File: src/pwsft_map.vh
// Timing and encoding constants for the power switch fault timing block.
`ifndef PWSFT_MAP_VH
`define PWSFT_MAP_VH
`define PWSFT_CLK_HZ        100000000
`define PWSFT_BLANK_MS      32
`define PWSFT_OFF_MS        128
`define PWSFT_SURGE_MS      128
`define PWSFT_LOCK_MS       128
`define PWSFT_CYC_PER_MS    (`PWSFT_CLK_HZ / 1000)
`define PWSFT_BLANK_CYC     (`PWSFT_BLANK_MS * `PWSFT_CYC_PER_MS)
`define PWSFT_OFF_CYC       (`PWSFT_OFF_MS * `PWSFT_CYC_PER_MS)
`define PWSFT_SURGE_CYC     (`PWSFT_SURGE_MS * `PWSFT_CYC_PER_MS)
`define PWSFT_LOCK_CYC      (`PWSFT_LOCK_MS * `PWSFT_CYC_PER_MS)
`define PWSFT_CNT_W         24
`define PWSFT_CNT_ZERO      24'h000000
`define PWSFT_CNT_ONE       24'h000001
`define PWSFT_ST_W          2
`define PWSFT_UV_RUN        2'h0
`define PWSFT_UV_OFF        2'h1
`define PWSFT_SG_IDLE       2'h0
`define PWSFT_SG_WIN        2'h1
`define PWSFT_SG_LIMIT      2'h2
`define PWSFT_SG_LOCK       2'h3
`endif

File: src/pwsft_timer.v
// Cycle down-counter that flags expiry of a loaded interval.
`timescale 1ns/1ps
module pwsft_timer #(
  parameter                  W = 24
) (
  input  wire                ref_clk_in,
  input  wire                clear_in,
  input  wire                start_in,
  input  wire [W-1:0]        load_in,
  output wire                done_out,
  output wire                busy_out
);
  reg    [W-1:0]             cnt_ff;
  reg    [W-1:0]             nxt_cnt;
  always @*
  begin
    nxt_cnt = cnt_ff;
    if (clear_in)
      nxt_cnt = {W{1'b0}};
    else if (start_in)
      nxt_cnt = load_in;
    else if (cnt_ff != {W{1'b0}})
      nxt_cnt = cnt_ff - {{(W-1){1'b0}}, 1'b1};
  end
  always @(posedge ref_clk_in)
  begin
    cnt_ff <= nxt_cnt;
  end
  assign done_out = (cnt_ff == {{(W-1){1'b0}}, 1'b1}) && !clear_in && !start_in;
  assign busy_out = (cnt_ff != {W{1'b0}});
endmodule

File: src/pwsft_uv_seq.v
// Undervoltage blanking and retry sequencer.
`timescale 1ns/1ps
`include "pwsft_map.vh"
module pwsft_uv_seq #(
  parameter                  BLANK_CYC = `PWSFT_BLANK_CYC,
  parameter                  OFF_CYC   = `PWSFT_OFF_CYC
) (
  input  wire                ref_clk_in,
  input  wire                reset_in,
  input  wire                uv_below_in,
  output wire                uv_allow_out,
  output wire                uv_trip_out
);
  localparam [`PWSFT_CNT_W-1:0] BLANK_LD = BLANK_CYC[`PWSFT_CNT_W-1:0];
  localparam [`PWSFT_CNT_W-1:0] OFF_LD   = OFF_CYC[`PWSFT_CNT_W-1:0];
  reg    [`PWSFT_ST_W-1:0]   state_ff;
  reg    [`PWSFT_ST_W-1:0]   nxt_state;
  wire                       blank_done;
  wire                       blank_busy;
  wire                       off_done;
  wire                       blank_start;
  wire                       blank_clr;
  // Raw comparator level is used with no hysteresis; only the blanking timer filters chatter.
  assign blank_start = (state_ff == `PWSFT_UV_RUN) && uv_below_in && !blank_busy;
  // Any rise above trip restarts the blanking interval from zero.
  assign blank_clr   = reset_in || !uv_below_in || (state_ff != `PWSFT_UV_RUN);
  pwsft_timer #(.W(`PWSFT_CNT_W)) u_blank (
    .ref_clk_in (ref_clk_in),
    .clear_in   (blank_clr),
    .start_in   (blank_start),
    .load_in    (BLANK_LD),
    .done_out   (blank_done),
    .busy_out   (blank_busy)
  );
  pwsft_timer #(.W(`PWSFT_CNT_W)) u_off (
    .ref_clk_in (ref_clk_in),
    .clear_in   (reset_in),
    .start_in   (state_ff == `PWSFT_UV_RUN && blank_done),
    .load_in    (OFF_LD),
    .done_out   (off_done),
    .busy_out   ()
  );
  always @*
  begin
    nxt_state = state_ff;
    case (state_ff)
      `PWSFT_UV_RUN:
        if (blank_done)
          nxt_state = `PWSFT_UV_OFF;
      `PWSFT_UV_OFF:
        if (off_done)
          nxt_state = `PWSFT_UV_RUN;
      default:
        nxt_state = `PWSFT_UV_RUN;
    endcase
  end
  always @(posedge ref_clk_in)
  begin
    if (reset_in)
    begin
      state_ff <= `PWSFT_UV_RUN;
    end
    else
    begin
      state_ff <= nxt_state;
    end
  end
  // Switch starts off out of reset while below trip; it then waits for a rise or a retry.
  reg                        boot_hold_ff;
  always @(posedge ref_clk_in)
  begin
    if (reset_in)
      boot_hold_ff <= 1'b1;
    else if (!uv_below_in || blank_done)
      boot_hold_ff <= 1'b0;
  end
  // The raw level is used so the switch cannot pulse on in the first cycle after reset.
  assign uv_allow_out = (state_ff == `PWSFT_UV_RUN) && !(boot_hold_ff && uv_below_in);
  assign uv_trip_out  = (state_ff == `PWSFT_UV_RUN) && blank_done;
endmodule

File: src/pwsft_top.v
// Fault timing top: undervoltage sequencer, surge-allowance control and thermal override.
`timescale 1ns/1ps
`include "pwsft_map.vh"
// Summary of operation
// - Disengage after unbroken 32 ms below trip.
// - After disengage, off 128 ms then on.
// - Still below trip: on 32 ms, repeat.
// - Above trip on retry: stay on.
// - Rising above trip restarts blanking timer.
// - Undervoltage input used without hysteresis.
// - Undervoltage and surge run independently.
// - Surge window allows secondary limit 128 ms.
// - Secondary limit flag acts at once.
// - After window, primary limit while overloaded.
// - Leaving limiting starts 128 ms lock-out.
// - Thermal shutdown ends window, switch off.
// - After thermal, resume at primary limit.
// - Thermal checked continuously, forces switch off.
module pwsft_top #(
  parameter                  BLANK_CYC = `PWSFT_BLANK_CYC,
  parameter                  OFF_CYC   = `PWSFT_OFF_CYC,
  parameter                  SURGE_CYC = `PWSFT_SURGE_CYC,
  parameter                  LOCK_CYC  = `PWSFT_LOCK_CYC
) (
  input  wire                ref_clk_in,
  input  wire                reset_in,
  input  wire                variable_undervoltage_lockout_in,
  input  wire                current_limit_in,
  input  wire                secondary_current_limit_in,
  input  wire                thermal_shutdown_in,
  output reg                 switch_enable_out,
  output reg                 secondary_limit_select_out,
  output reg                 secondary_clamp_out,
  output reg                 surge_active_out,
  output reg                 lockout_active_out,
  output reg                 uv_disengaged_out
);
  localparam [`PWSFT_CNT_W-1:0] SURGE_LD = SURGE_CYC[`PWSFT_CNT_W-1:0];
  localparam [`PWSFT_CNT_W-1:0] LOCK_LD  = LOCK_CYC[`PWSFT_CNT_W-1:0];
  wire                       uv_allow;
  wire                       surge_done;
  wire                       lock_done;
  reg    [`PWSFT_ST_W-1:0]   sg_state_ff;
  reg    [`PWSFT_ST_W-1:0]   nxt_sg_state;
  reg                        limit_q_ff;
  reg                        surge_start;
  reg                        lock_start;
  // Separate instance with its own timers, so a surge never delays undervoltage action.
  pwsft_uv_seq #(.BLANK_CYC(BLANK_CYC), .OFF_CYC(OFF_CYC)) u_uv (
    .ref_clk_in   (ref_clk_in),
    .reset_in     (reset_in),
    .uv_below_in  (variable_undervoltage_lockout_in),
    .uv_allow_out (uv_allow),
    .uv_trip_out  ()
  );
  pwsft_timer #(.W(`PWSFT_CNT_W)) u_surge (
    .ref_clk_in (ref_clk_in),
    .clear_in   (reset_in || thermal_shutdown_in),
    .start_in   (surge_start),
    .load_in    (SURGE_LD),
    .done_out   (surge_done),
    .busy_out   ()
  );
  pwsft_timer #(.W(`PWSFT_CNT_W)) u_lock (
    .ref_clk_in (ref_clk_in),
    .clear_in   (reset_in),
    .start_in   (lock_start),
    .load_in    (LOCK_LD),
    .done_out   (lock_done),
    .busy_out   ()
  );
  always @*
  begin
    nxt_sg_state = sg_state_ff;
    surge_start  = 1'b0;
    lock_start   = 1'b0;
    case (sg_state_ff)
      `PWSFT_SG_IDLE:
        if (current_limit_in && !limit_q_ff && !thermal_shutdown_in)
        begin
          nxt_sg_state = `PWSFT_SG_WIN;
          surge_start  = 1'b1;
        end
        else if (current_limit_in && !thermal_shutdown_in)
          nxt_sg_state = `PWSFT_SG_LIMIT;
      `PWSFT_SG_WIN:
        if (thermal_shutdown_in)
          nxt_sg_state = `PWSFT_SG_LIMIT;
        else if (surge_done)
          nxt_sg_state = `PWSFT_SG_LIMIT;
        else if (!current_limit_in)
        begin
          nxt_sg_state = `PWSFT_SG_LOCK;
          lock_start   = 1'b1;
        end
      `PWSFT_SG_LIMIT:
        if (!current_limit_in && !thermal_shutdown_in)
        begin
          nxt_sg_state = `PWSFT_SG_LOCK;
          lock_start   = 1'b1;
        end
      `PWSFT_SG_LOCK:
        if (current_limit_in)
        begin
          nxt_sg_state = `PWSFT_SG_LIMIT;
        end
        else if (lock_done)
          nxt_sg_state = `PWSFT_SG_IDLE;
      default:
        nxt_sg_state = `PWSFT_SG_IDLE;
    endcase
  end
  always @(posedge ref_clk_in)
  begin
    if (reset_in)
    begin
      sg_state_ff                <= `PWSFT_SG_IDLE;
      limit_q_ff                 <= 1'b0;
      switch_enable_out          <= 1'b0;
      secondary_limit_select_out <= 1'b0;
      secondary_clamp_out        <= 1'b0;
      surge_active_out           <= 1'b0;
      lockout_active_out         <= 1'b0;
      uv_disengaged_out          <= 1'b0;
    end
    else
    begin
      sg_state_ff                <= nxt_sg_state;
      limit_q_ff                 <= current_limit_in;
      // Thermal wins over every timer; the switch drops regardless of window or sequencer.
      switch_enable_out          <= uv_allow && !thermal_shutdown_in;
      // Primary limit is selected whenever the window is not running.
      secondary_limit_select_out <= (nxt_sg_state == `PWSFT_SG_WIN);
      // Clamp flag is passed through with no dependency on window state.
      secondary_clamp_out        <= secondary_current_limit_in;
      surge_active_out           <= (nxt_sg_state == `PWSFT_SG_WIN);
      lockout_active_out         <= (nxt_sg_state == `PWSFT_SG_LOCK);
      uv_disengaged_out          <= !uv_allow;
    end
  end
endmodule

File: config.mk
export PLATFORM = sky130hd
export DESIGN_NAME = pwsft_top
export DESIGN_NICKNAME = d
export VERILOG_FILES = /design/src/pwsft_timer.v /design/src/pwsft_uv_seq.v /design/src/pwsft_top.v
export VERILOG_INCLUDE_DIRS = /design/src
export SDC_FILE = /design/constraint.sdc
export NUM_CORES = 1
export LEC_CHECK = 0
export BUFFER_PORTS_ARGS = -buffer_cell sky130_fd_sc_hd__buf_2
export CAP_MARGIN = 0
export CORE_UTILIZATION = 35
export CTS_BUF_LIST = sky130_fd_sc_hd__clkbuf_8
export CTS_CLUSTER_DIAMETER = 60
export DETAILED_ROUTE_END_ITERATION = 8
export PLACE_DENSITY = 0.51
export SLEW_MARGIN = 30
export SYNTH_ARGS = -nofsm -noshare
export SYNTH_HDL_FRONTEND = slang
export SYNTH_SLANG_ARGS = --single-unit
export TNS_END_PERCENT = 1
File: constraint.sdc
create_clock -name ref_clk_in -period 2.4 [get_ports ref_clk_in]
set_input_delay 0.12 -clock ref_clk_in [delete_from_list [all_inputs] [get_ports ref_clk_in]]
set_output_delay 0.12 -clock ref_clk_in [all_outputs]
set_load 0.05 [all_outputs]
==> results by group <==
Worst hold path
  • Hold depth: 2
  • Tightest Hold Check Type: in -> reg
  • Hold Startpoint: current_limit_in
  • Hold endpoint: limit_q_ff$_SDFF_PP0_

Clocking
  • H-Tree Level Count: 3
  • Post-CTS setup buffer count: 0
  • CTS clock-pin slew for the worst setup and hold paths: 0.10 ns
  • CTS Sinks: 106
  • Clock Tree Root: clkbuf_8
  • Skew-Pair Late Insertion Delay: 0.38 ns
  • CTS tree: yes
  • Clk buf depth: 2
  • CTS buffer count: 9

Synth
  • Post-synth top area cell: dfxtp_1
  • Synth area leaders: dfxtp_1 42%, xor2_1 8.3%, nor2_1 7.9%, xnor2_1 4.7%, ha_1 3.5%
  • Yosys cell types: 49
  • Mapped Cells: 593
  • Synth Cell Area: 5060 sq um
  • Top-area cell type share of the netlist area: 0.420
  • Fraction of registers with async set/reset: 0
  • Syn. warnings: 0
  • Sequential-to-total area share from yosys stat: 0.420
  • Main synth FF type: dfxtp_1
  • EDFF count, synth: 0
  • Number of synthesized register bits: 106
  • Mean post-synth cell area: 8.53 sq um
  • Synth Net Count: 613

Critical path
  • Req. time, crit path: 2.66 ns
  • Critical Path AT: 2.56 ns
  • R2R Path Start: u_surge.cnt_ff[8]$_SDFFE_PP0P_
  • Startpoint types: flip-flop
  • Setup crit end kind: flip-flop
  • Worst path bufs/invs: 0
  • Crit Reg-Reg Endpoint: surge_active_out$_SDFF_PP0_
  • Crit-path slowest cell: or4_1
  • Worst-case reg-to-reg path depth: 6
  • Gate family responsible for the most delay along the worst path: simple AND/OR/NAND/NOR gates
  • Reg-to-reg setup timing slack: 0.1 ns
  • Max stage delay on crit path: 0.55 ns
  • Worst-path fanout max: 5
  • Cells along the critical path: or4_1 > or3_4 > o41ai_1 > a211o_1 > a2bb2oi_1 > nor2b_1
  • WS Path Type: reg -> reg

Die
  • Die height: 122 um
  • Die X: 122 um
  • Initial Utilization: 0.362
  • I/O pin count: 12
  • Die area: 14900 sq um
  • Cell row count: 43
  • Std-Cell Core Area: 14000 sq um

STA
  • Clock Skews: 0.00727 ns
  • Fin crit share: 0.959
  • RSZ-0062 raised after global routing: false
  • Tmin final: 2.30 ns
  • Fmax: 0.435 GHz
  • WHS: 0.0670 ns
  • Fin. max-slew vios: 0
  • Max-slew headroom: 0.505
  • Final hold viol count: 0
  • Worst slew pin tran: 0.740 ns
  • Setup_tns: 0 ns
  • Final setup vio count: 0

Cells and area
  • Area Growth Syn to Fin: 11.6%
  • Most frequent cells in the layout: 106 x dfxtp_1, 105 x nor2_1, 48 x xor2_1
  • Share of cells above drive strength 1: 0.101
  • Fill cells: 1439
  • Commonest non-fill, non-tap cell in the layout: dfxtp_1
  • Nets@finish: 637
  • Antenna Cells: 0

Global routing
  • Initial antenna violation count: 0
  • Grt met3 use: 0.0426
  • GRT busiest layer: met2
  • Remaining Overflow, GRT: 0
  • Vias in the first global route: 3822
  • All-Layer GR Usage: 0.147
  • Largest net degree at the start of global routing: 21
  • M2 GR Usage: 0.243
  • First-pass GRT wire length: 17.6 mm
  • Met1 usage: 0.184

Drt
  • WL/cell: 12.7 um
  • Drt via density: 4.97
  • DRT Wirelength: 10.2 mm
  • DRT Pass-1 Iters: 4
  • Vias: 3985
  • 1st-iter DRT viols: 140
  • Remaining DRCs: 0
  • DRT antenna net count: 0

Status
  • Status: finished, final reports clean

Placement
  • Dpl hpwl: 7.22 mm
  • Placer Congestion: 0.770
  • Buffers added on ports: 11

Run
  • Max cap viols: 0
state kept, by name (all words and copies together), names as in the netlist, 2 cells and up:
register	count
sg_state_ff	2
u_uv.u_off.cnt_ff	24
u_lock.cnt_ff	24
u_surge.cnt_ff	24
u_uv.u_blank.cnt_ff	24
area by class of cell:
class | instances | area [sq um] | area share
Clock buffer | 10 | 138 | 0.0244
Timing Repair Buffer | 35 | 255 | 0.0452
Inverter | 13 | 48.8 | 0.00865
Tap cell | 180 | 225 | 0.0399
Clock inverter | 6 | 43.8 | 0.00776
Sequential cell | 106 | 2120 | 0.376
Multi-Input combinational cell | 452 | 2810 | 0.498
how the worst max path moves through the flow:
stage / startpoint / to / slack (ns) / cells past startpoint
2_1_floorplan: u_surge.cnt_ff[8]$_SDFFE_PP0P_ / u_lock.cnt_ff[8]$_SDFFE_PP0P_ / 0.08 / 10
4_1_cts: u_surge.cnt_ff[3]$_SDFFE_PP0P_ / u_surge.cnt_ff[22]$_SDFFE_PP0P_ / 0.05 / 6
3_3_place_gp: u_surge.cnt_ff[8]$_SDFFE_PP0P_ / surge_active_out$_SDFF_PP0_ / 0.1 / 6
3_5_place_dp: u_surge.cnt_ff[3]$_SDFFE_PP0P_ / u_surge.cnt_ff[22]$_SDFFE_PP0P_ / 0.07 / 6
5_1_grt: u_surge.cnt_ff[8]$_SDFFE_PP0P_ / surge_active_out$_SDFF_PP0_ / 0.01 / 6
6_report: u_surge.cnt_ff[8]$_SDFFE_PP0P_ / surge_active_out$_SDFF_PP0_ / 0.1 / 6
layer usage:
layer | share of wire | wire length (um)
met5 | 0 | 0
met4 | 0.0091 | 93
met3 | 0.026 | 267
met1 | 0.50 | 5080
met2 | 0.47 | 4780
worst reg2reg max path, cell delays in order (launching register included):
cell       delay (ns)
dfxtp_1          0.34
or4_1            0.55
or3_4            0.44
o41ai_1          0.44
a211o_1          0.19
a2bb2oi_1        0.08
nor2b_1          0.15
timing repair:
action | CTS | global route
hold endpoints to repair | 4 | 0
setup endpoints to repair | 0 | 8
hold buffers | 3 | 0
gates resized for setup | 0 | 6
cells in the mapped netlist, types with 2 or more instances:
master	count
clkbuf_1	10
or3_1	4
a21oi_1	30
o41ai_1	2
nor4_1	19
inv_1	13
a311oi_1	5
nand3b_1	9
or4_1	10
nor2_1	106
o21ai_0	5
ha_1	14
nand2_1	37
nor3_1	22
a31oi_1	5
or2_2	5
and3_1	7
nor3b_1	4
a22oi_1	2
nand3_1	32
nor2b_1	7
xnor2_1	27
nand4b_1	8
buf_1	3
nand2b_1	6
buf_6	3
xor2_1	48
a211o_1	2
buf_2	5
a211oi_1	8
and2_1	5
dfxtp_1	106
nand4_1	8
per-stage QoR:
stage | util | area, sq um | setup WS (ns) | cells
global route | 0.403 | 5640 | 0.0145 | 802
CTS | 0.401 | 5600 | 0.0472 | 802
finish | 0.403 | 5640 | 0.0993 | 802
detailed placement | 0.386 | 5390 | 0.0698 | 783
global placement | 0.386 | 5390 | 0.0974 | 783
floorplan | - | 5060 | 0.0784 | 593
logic make-up after synthesis:
| family | count (synthesis) | synth area share |
|---|---|---|
| AOI/OAI and AO/OA | 67 | 0.0859 |
| and+or+nand+nor | 295 | 0.296 |
| DFF | 106 | 0.420 |
| muxes | 1 | 0.00198 |
| buffers and inverters | 35 | 0.0324 |
| adders and majority gates | 14 | 0.0346 |
| xor gates and xnor gates | 75 | 0.130 |
Power is not shown: default switching activity piles up to over one toggle a cycle in this logic, so the estimate is an artifact.
